**src/hw/return_noop_pkg.sv**
```systemverilog
// constants for the return and no-operation execution slice of the core
// assumes a 14-bit instruction word and a 13-bit program counter
package return_noop_pkg;
    localparam int          instr_width      = 14;
    localparam int          pc_width         = 13;
    localparam int          data_width       = 8;
    localparam int          interrupt_enable_bit = 7;
    // no-operation: 00 0000 0xx0 0000, bits 6 and 5 are don't-care
    localparam logic [13:0] no_operation_mask  = 14'h3f9f;
    localparam logic [13:0] no_operation_code  = 14'h0000;
    localparam logic [13:0] return_from_int_code = 14'h0009;
    // return with literal: upper nibble 11 01, then xx and the literal
    localparam logic [3:0]  return_literal_code = 4'hd;
    localparam int          literal_lsb      = 0;
    localparam int          literal_msb      = 7;
    localparam logic [12:0] pc_reset         = 13'h0000;
    localparam logic [7:0]  w_reset          = 8'h00;
    localparam logic [7:0]  interrupt_control_reset = 8'h00;
    localparam logic [12:0] pc_step          = 13'h0001;
endpackage
```
**src/hw/opcode_classify.sv**
```systemverilog
// opcode classifier for the three instructions handled by this slice
// assumes the instruction word is stable while it is presented
`timescale 1ns/1ps
module opcode_classify
    import return_noop_pkg::*;
(
    input  wire logic [13:0] instr,
    output logic             is_no_operation,
    output logic             is_return_from_interrupt,
    output logic             is_return_with_literal
);
    always_comb begin
        is_no_operation          = (instr & no_operation_mask) == no_operation_code; // RULE7
        is_return_from_interrupt = instr == return_from_int_code;                    // RULE1
        is_return_with_literal   = instr[13:10] == return_literal_code;              // RULE4
    end
endmodule

```
**src/hw/return_noop_exec.sv**
```systemverilog
// execution of no-operation, return from interrupt and return with literal
// assumes instruction words and the stack top come from logic on clk;
// the stack itself pops on stack_pop, and status flags live elsewhere
`timescale 1ns/1ps
////////////////////////////////////////////////////////////////////////////////
// Operation
// RULE1 - return from interrupt pops stack into pc
// RULE2 - return from interrupt sets global interrupt enable
// RULE3 - return from interrupt: two cycles, flags untouched
// RULE4 - return with literal loads literal into w
// RULE5 - return with literal pops stack into pc
// RULE6 - return with literal takes two cycles
// RULE7 - no-operation: one cycle, pc plus one
module return_noop_exec
    import return_noop_pkg::*;
(
    input  wire logic        clk,
    input  wire logic        rstn,
    input  wire logic        instr_valid,
    input  wire logic [13:0] instr,
    output logic             instr_ready,
    input  wire logic [12:0] top_of_stack,
    output logic             stack_pop,
    input  wire logic        interrupt_enable_clear,
    output logic [12:0]      pc,
    output logic [7:0]       w,
    output logic [7:0]       interrupt_control_register,
    output logic             unknown_op
);
    ////////////////////////////////////////////////////////////////////////////
    typedef enum logic [1:0] {
        exec_state   = 2'b01,
        second_state = 2'b10
    } phase_type;

    typedef struct packed {
        phase_type   phase;
        logic [12:0] pc;
        logic [7:0]  w;
        logic        interrupt_enable;
        logic        pop;
        logic        unknown;
    } state_type;

    state_type   st;
    state_type   next_st;
    logic        is_no_operation;
    logic        is_return_from_interrupt;
    logic        is_return_with_literal;
    logic        take;

    opcode_classify u_classify (
        .instr                    (instr),
        .is_no_operation          (is_no_operation),
        .is_return_from_interrupt (is_return_from_interrupt),
        .is_return_with_literal   (is_return_with_literal)
    );

    ////////////////////////////////////////////////////////////////////////////
    // a word is only taken in the first cycle; the second cycle of a return
    // is the refill slot, so the fetch side is held off there
    assign instr_ready = st.phase == exec_state;
    assign take        = instr_valid && instr_ready;

    always_comb begin
        next_st         = st;
        next_st.pop     = 1'b0;
        next_st.unknown = 1'b0;
        // a clear from interrupt entry loses to a set in the same cycle
        if (interrupt_enable_clear) begin
            next_st.interrupt_enable = 1'b0;
        end
        unique case (st.phase)
            exec_state: begin
                if (take) begin
                    if (is_return_from_interrupt) begin
                        next_st.pc               = top_of_stack; // RULE1
                        next_st.pop              = 1'b1;         // RULE1
                        next_st.interrupt_enable = 1'b1;         // RULE2
                        next_st.phase            = second_state; // RULE3
                    end else if (is_return_with_literal) begin
                        next_st.w     = instr[literal_msb:literal_lsb]; // RULE4
                        next_st.pc    = top_of_stack; // RULE5
                        next_st.pop   = 1'b1;         // RULE5
                        next_st.phase = second_state; // RULE6
                    end else begin
                        // other words belong to other units; pc steps, and unknown_op flags all but no-operation
                        // the carry out of the top bit is dropped, so pc wraps to zero
                        next_st.pc      = 13'(st.pc + pc_step); // RULE7
                        next_st.unknown = !is_no_operation;
                    end
                end
            end
            second_state: begin
                next_st.phase = exec_state; // RULE3 RULE6
            end
        endcase
    end

    always_ff @(posedge clk or negedge rstn) begin
        if (!rstn) begin
            st <= '{phase: exec_state, pc: pc_reset, w: w_reset,
                    interrupt_enable: interrupt_control_reset[interrupt_enable_bit],
                    pop: 1'b0, unknown: 1'b0};
        end else begin
            st <= next_st;
        end
    end

    ////////////////////////////////////////////////////////////////////////////
    // no status flag port exists: flags cannot be touched by these words
    always_comb begin
        interrupt_control_register                       = interrupt_control_reset;
        interrupt_control_register[interrupt_enable_bit] = st.interrupt_enable;
    end
    assign pc         = st.pc;
    assign w          = st.w;
    assign stack_pop  = st.pop;
    assign unknown_op = st.unknown;

    ////////////////////////////////////////////////////////////////////////////
    // checks watch the ports, so they hold whatever the stack and fetch side do
    property p_return_interrupt_pc;
        @(posedge clk) disable iff (!rstn)
        take && is_return_from_interrupt |=> pc == $past(top_of_stack) && stack_pop;
    endproperty
    a_return_interrupt_pc: assert property (p_return_interrupt_pc) // RULE1
        else $error("return from interrupt did not load pc from stack");

    // a clear in the refill cycle comes from interrupt entry and may win there
    property p_return_interrupt_enable;
        @(posedge clk) disable iff (!rstn)
        take && is_return_from_interrupt |=>
            interrupt_control_register[interrupt_enable_bit] ##1
            (interrupt_control_register[interrupt_enable_bit] || $past(interrupt_enable_clear));
    endproperty
    a_return_interrupt_enable: assert property (p_return_interrupt_enable) // RULE2
        else $error("global interrupt enable not set by return from interrupt");

    property p_enable_set_wins;
        @(posedge clk) disable iff (!rstn)
        take && is_return_from_interrupt && interrupt_enable_clear |=>
            interrupt_control_register[interrupt_enable_bit];
    endproperty
    a_enable_set_wins: assert property (p_enable_set_wins) // RULE2
        else $error("interrupt entry clear beat the return from interrupt set");

    property p_return_interrupt_two;
        @(posedge clk) disable iff (!rstn)
        take && is_return_from_interrupt |=> !instr_ready && $stable(w) ##1 instr_ready;
    endproperty
    a_return_interrupt_two: assert property (p_return_interrupt_two) // RULE3
        else $error("return from interrupt not two cycles or w changed");

    property p_return_literal_w;
        @(posedge clk) disable iff (!rstn)
        take && is_return_with_literal |=> w == $past(instr[literal_msb:literal_lsb]);
    endproperty
    a_return_literal_w: assert property (p_return_literal_w) // RULE4
        else $error("literal not loaded into w");

    property p_w_only_literal;
        @(posedge clk) disable iff (!rstn)
        !(take && is_return_with_literal) |=> $stable(w);
    endproperty
    a_w_only_literal: assert property (p_w_only_literal) // RULE4
        else $error("w changed without a return with literal");

    property p_return_literal_pc;
        @(posedge clk) disable iff (!rstn)
        take && is_return_with_literal |=> pc == $past(top_of_stack) && stack_pop ##1 !stack_pop;
    endproperty
    a_return_literal_pc: assert property (p_return_literal_pc) // RULE5
        else $error("return with literal did not pop stack into pc once");

    property p_return_literal_two;
        @(posedge clk) disable iff (!rstn)
        take && is_return_with_literal |=> !instr_ready ##1 instr_ready && $stable(pc);
    endproperty
    a_return_literal_two: assert property (p_return_literal_two) // RULE6
        else $error("return with literal not two cycles");

    // the refill slot lasts exactly one cycle, or the fetch side would stall
    property p_ready_returns;
        @(posedge clk) disable iff (!rstn)
        !instr_ready |=> instr_ready;
    endproperty
    a_ready_returns: assert property (p_ready_returns) // RULE3 RULE6
        else $error("fetch side held off for more than one cycle");

    property p_no_operation;
        @(posedge clk) disable iff (!rstn)
        take && is_no_operation |=> pc == 13'($past(pc) + pc_step) && $stable(w)
            && !stack_pop && instr_ready && !unknown_op;
    endproperty
    a_no_operation: assert property (p_no_operation) // RULE7
        else $error("no-operation did something besides pc plus one");

    property p_other_word;
        @(posedge clk) disable iff (!rstn)
        take && !is_no_operation && !is_return_from_interrupt && !is_return_with_literal |=>
            unknown_op && !stack_pop && pc == 13'($past(pc) + pc_step) && $stable(w);
    endproperty
    a_other_word: assert property (p_other_word) // RULE7
        else $error("foreign word did more than flag itself and step pc");

    property p_pc_only_taken;
        @(posedge clk) disable iff (!rstn)
        !take |=> $stable(pc);
    endproperty
    a_pc_only_taken: assert property (p_pc_only_taken) // RULE1 RULE5 RULE7
        else $error("pc moved without a taken word");

    property p_pop_pulse;
        @(posedge clk) disable iff (!rstn)
        stack_pop |=> !stack_pop;
    endproperty
    a_pop_pulse: assert property (p_pop_pulse) // RULE1 RULE5
        else $error("stack pop held for more than one cycle");

    property p_pop_only_on_return;
        @(posedge clk) disable iff (!rstn)
        $rose(stack_pop) |->
            $past(take && (is_return_from_interrupt || is_return_with_literal));
    endproperty
    a_pop_only_on_return: assert property (p_pop_only_on_return) // RULE1 RULE5
        else $error("stack popped without a return word");
endmodule

```
**config.mk**
```make
export PLATFORM = sky130hd
export DESIGN_NAME = return_noop_exec
export DESIGN_NICKNAME = d
export VERILOG_FILES = /design/src/hw/return_noop_pkg.sv /design/src/hw/opcode_classify.sv /design/src/hw/return_noop_exec.sv
export SDC_FILE = /design/constraint.sdc
export NUM_CORES = 1
export LEC_CHECK = 0
export BUFFER_PORTS_ARGS = -buffer_cell sky130_fd_sc_hd__buf_2
export CORE_MARGIN = 4
export CORE_UTILIZATION = 30
export CTS_CLUSTER_DIAMETER = 30
export CTS_CLUSTER_SIZE = 8
export DETAILED_ROUTE_END_ITERATION = 10
export PLACE_DENSITY = 0.51
export SYNTH_ARGS = -nofsm -noshare
export SYNTH_HDL_FRONTEND = slang
export SYNTH_SLANG_ARGS = --single-unit
```
**constraint.sdc**
```tcl
create_clock -name clk -period 1.7 [get_ports clk]
set_input_delay 0.34 -clock clk [delete_from_list [all_inputs] [get_ports clk]]
set_output_delay 0.34 -clock clk [all_outputs]
set_load 0.05 [all_outputs]
```
[After elaboration in Yosys (flattened, before gate mapping)]
Index checks and enable logic that the tools add are counted.
Operators by class
  add/subtract/negate cells: 1
  reduce and logical (&&, ||, !) cells: 6
  equality and inequality tests: 6
  multiplexer cells: 14
  bitwise operators: 1
Operator list (count)
  26-bit 2-to-1 mux: 1
  8-bit 2-to-1 mux: 2
  15-bit 2-to-1 mux: 1
  14-bit by 4-bit equality test with 1-bit output (second input constant): 1
  14-bit logical NOT: 1
  13-bit by 1-bit adder with 13-bit output (second input constant): 1
  13-bit 2-to-1 mux: 1
  1-bit 2-to-1 mux: 6
  4-bit equality test (second input constant): 1
  2-bit one-hot mux with 2 select lines: 1
  2-bit AND reduction: 2
  4-bit AND reduction: 1
  3-bit 2-to-1 mux: 1
  3-bit by 1-bit != test with 1-bit output (second input constant): 1
  2-bit by 1-bit equality test with 1-bit output (second input constant): 1
  2-bit equality test (second input constant): 1
  2-bit 2-to-1 mux: 1
  2-bit by 1-bit != test with 1-bit output (second input constant): 1
  1-bit logical AND: 1
  1-bit logical NOT: 1
  1-bit inverter: 1
Word-level totals
  register bits after elaboration: 26
  input bits: 31
  output and inout bits: 32

[Logic depth before layout (Yosys ltp)]
  depth in word-level cells: 6
  gate-level depth with buffers: 6
  mapped depth without buffers: 5

[By module]
From an unflattened synthesis, not the netlist that was laid out.
Second synthesis, totals
  cells, all modules: 172
  area total of the unflattened synthesis: 1610.3 um2
By module, submodules not included
  return_noop_exec: seq. area each 651.9 um2, area an instance 1542.7 um2, cells each 164, instances 1
  opcode_classify: seq. area each 0.0 um2, area an instance 67.6 um2, cells each 8, instances 1

[Least setup slack after synthesis]
No wires, ideal clock.
  path kind: register to register
  start point: register st[24] in the netlist's numbering
  end point: register st (netlist bit pc[3])
  arrival: 1.760 ns
  setup time: 0.087 ns
  slack: -0.147 ns
  cell stages (with the launch flop): 7
  path buffers: 2
  cells stage by stage: dfstp_2 -> and2b_2 -> and2_1 -> clkbuf_1 -> clkbuf_1 -> o21ai_0 -> a22oi_1
On the way
  cells in the longest elaborated chain, start to end: 3
Ends and longest elaborated chain
  from (decl): line return_noop_exec.sv:45  | state_type st;
  from (signal assigned): line return_noop_exec.sv:102  | st <= '{phase: exec_state, pc: pc_reset, w: w_reset,
  from (signal assigned): line return_noop_exec.sv:106  | st <= next_st;
  2-bit by 1-bit equality test with 1-bit output (*): line return_noop_exec.sv:62  | assign instr_ready = st.phase == exec_state;
  via instr_ready: line return_noop_exec.sv:21  | output logic instr_ready,
  1-bit logical AND: line return_noop_exec.sv:63  | assign take = instr_valid && instr_ready;
  2-bit AND reduction (no source line) (*)
Mark *: on every way through the listed nets, which the timed path passes. The rest lies on a longest branch.
A chain may end at the register's enable or synchronous reset.

[Worst setup path after layout]
  start point: register st[24] in the netlist's numbering
  end point: register st (netlist bit pc[10])
On the way
  cells in the longest elaborated chain, start to end: 3
Ends and longest elaborated chain (line)
  2-bit by 1-bit equality test with 1-bit output (*): return_noop_exec.sv:62, return_noop_exec.sv:73
  1-bit logical AND: return_noop_exec.sv:63
  2-bit AND reduction (no source line) (*)
Every way passes the cells marked *; elsewhere a longest branch is shown, timed or not.

==> results.json <==
{
  "first_global_vias": 1310,
  "drive_gt1_share_pct": 52.7,
  "cts_tree": "done",
  "start_util_pct": 31.5,
  "track_usage_pct": 12.1,
  "antenna_found_initial": 0,
  "required_ps": 1920,
  "stdcell_count": 296,
  "syn_to_final_growth_pct": 26.7,
  "crit_buf_inv": 0,
  "synth_edf_count": 0,
  "antenna_left": 0,
  "p_leak_nw": 1.04,
  "fin_skew_ps": 4.83,
  "dp.cells": 289,
  "grt_start_max_net_pins": 27,
  "power_density_nw_per_um2": 550,
  "path_cells": "and2b_4, nand2_8, or4_4, a21oi_2, a211o_1",
  "nets": 259,
  "diodes": 0,
  "htreeDepth": 1,
  "drt_iter0_drc": 70,
  "slew_headroom_pct": 59.0,
  "async_flop_share_pct": 100,
  "yosysSeqAreaShare_pct": 39.8,
  "hold_class": "in -> async",
  "peakVddDrop_mv": 0.246,
  "critPathCapture": "pc[10]$_DFFE_PN0P_",
  "fin_crit_ps": 1650,
  "grt_overflow_total": 0,
  "io_pins": 63,
  "synthFlopType": "dfrtp_1",
  "ys_top_cells_by_count": "29 x buf_4, 25 x dfrtp_1, 12 x nand2_1, 10 x nand3_1",
  "routed_wl_um": 3990,
  "die-area_um2": 6710,
  "worst_path_dominant_cell_family": "simple AND/OR/NAND/NOR gates",
  "finalMaxSlewViolations": 0,
  "place_area_um2": 1940,
  "synth_top_area_share_pct": 38.2,
  "hold_violations": 0,
  "core_um2": 5200,
  "path_depth": 5,
  "hpwl_um": 3040,
  "clk_pin_slew_ps": 90,
  "busiest_layer": "met2",
  "cp-end-kind": "register",
  "tns_ps": 0,
  "reg2reg_to": "pc[10]$_DFFE_PN0P_",
  "crit_fanout": 11,
  "yosys.area.top_type": "dfrtp_1",
  "use_met2_pct": 17.9,
  "wl_per_cell_um": 13.5,
  "netlist_top_cells_area": "dfrtp_1 38%, buf_4 13%, mux2_2 5.5%, nand3_1 3.1%, nand2_1 2.8%",
  "numCtsBuffers": 3,
  "n_fill_cell": 566,
  "cp-start-kind": "register",
  "final_cell_area_um2": 2070,
  "crit_slowest_cell": "dfstp_2",
  "reg2reg_setup_slack_ps": 50,
  "place_congestion": 0.762,
  "synthCells": 170,
  "grt_pass1_wl_um": 6270,
  "yosys_warnings": 0,
  "max_slew.worst_pin.slew_ps": 615,
  "cts-root-buf": "clkbuf_8",
  "die-width_um": 81.9,
  "maxCapViolCount": 0,
  "rows": 26,
  "firstDrtPassIters": 4,
  "status": "complete, no violations",
  "synth_area_um2": 1640,
  "gr-usage-met3_pct": 3.51,
  "finalCritPeriodShare_pct": 97.0,
  "die_h_um": 81.9,
  "multi_input_area_um2": 787,
  "critPathArrivalTime_ps": 1870,
  "rr_worst_depth": 5,
  "met1_usage_pct": 16.8,
  "crit_type": "reg -> reg",
  "ys_types": 46,
  "final_util_pct": 39.9,
  "max_freq_mhz": 606,
  "ys_ff_latch": 26,
  "synth_most_common_cell": "buf_4",
  "syn_avg_cell_area_um2": 9.63,
  "critPathMaxStageDelay_ps": 540,
  "r2r_start": "st[24]$_DFFE_PN1P_",
  "clk_latency_ps": 270,
  "port_buffers": 55,
  "crit_path_start": "st[24]$_DFFE_PN1P_",
  "rsz0062_at_grt": "true",
  "seq_area_um2": 652,
  "drcViolationCount": 0,
  "clk_path_buf_depth": 2,
  "avgViaCountPerCell": 4.73,
  "vias": 1400,
  "holdWs_ps": 67.3,
  "setup_viol": 0,
  "clock_sinks": 26
}
logic make-up (layout without fill, tap and decap cells):
group	count (synthesis)	count (layout)	synth area share [%]
adders and majority gates	1	1	0.764
DFF	26	26	39.8
buffers and inverters	40	90	17.3
AOI/OAI and AO/OA	29	29	11.8
muxes	11	11	7.33
and+or+nand+nor	62	62	22.8
other	1	7	0.229
placed cells by master (no fill, tap or decap), types with 2 or more instances in the layout:
cell / instances
a211o_1: 3
a21oi_1: 5
a21oi_2: 4
a22oi_1: 2
a2bb2oi_1: 2
a31oi_1: 2
and3_1: 5
and3_4: 2
buf_2: 55
buf_4: 27
clkbuf_8: 4
conb_1: 7
dfrtp_1: 25
inv_1: 4
mux2_2: 8
mux2i_1: 3
nand2_1: 12
nand3_1: 10
nand4_1: 3
nor2_1: 6
nor3_1: 2
nor4_1: 2
o21ai_0: 6
or3_1: 2
or4_4: 3
where the power goes:
part | total [mW] | switching [mW] | internal [mW] | leakage, nW
Sequential | 0.618 | 0.0000000000000000276 | 0.618 | 0.323
Clock | 0.410 | 0.203 | 0.207 | 0.0288
Combinational | 0.113 | 0.0741 | 0.0391 | 0.692
Total | 1.14 | 0.277 | 0.864 | 1.04
worst min path at each step:
stage / from / end / slack, ps / cells past startpoint
global route: rstn / pc[3]$_DFFE_PN0P_ / 110 / 1
global placement: rstn / pc[3]$_DFFE_PN0P_ / 400 / 1
detailed placement: rstn / pc[7]$_DFFE_PN0P_ / 400 / 1
CTS: rstn / pc[3]$_DFFE_PN0P_ / 90 / 1
finish: rstn / pc[3]$_DFFE_PN0P_ / 70 / 1
floorplan: rstn / interrupt_control_register[7]$_DFF_PN0_ / 40 / 0
layer usage:
layer	routed length, um	share of wire [%]
met1	1890	47
met4	35	0.88
met2	1750	44
met5	0	0
met3	317	7.9
repair_timing:
| item | CTS | global route |
|---|---|---|
| hold buffers | 0 | 0 |
| hold endpoints to repair | 0 | 0 |
| resized for setup | 0 | 14 |
| setup endpoints to repair | 0 | 4 |
| setup buffers | 0 | 3 |
per-stage QoR:
step | worst slack, ps | total power, mW
floorplan | 4.55 | 0.693
global placement | -106 | 0.743
detailed placement | -138 | 0.743
CTS | 30.2 | 1.16
global route | -5.44 | 1.19
finish | 50.8 | 1.14
registers in the layout (all words and copies together), names as in the netlist:
signal and flops:
pc 13, w 8, st 2, interrupt_control_register 1, stack_pop 1, unknown_op 1
cell type report:
| cell class | instances | area share [%] |
|---|---|---|
| Inverter | 4 | 0.724 |
| Timing Repair Buffer | 82 | 23.0 |
| Tap cell | 70 | 4.22 |
| Multi-Input combinational cell | 110 | 37.9 |
| Sequential cell | 26 | 31.4 |
| Clock buffer | 4 | 2.65 |
Note: power is estimated with default switching activity, not from simulation.
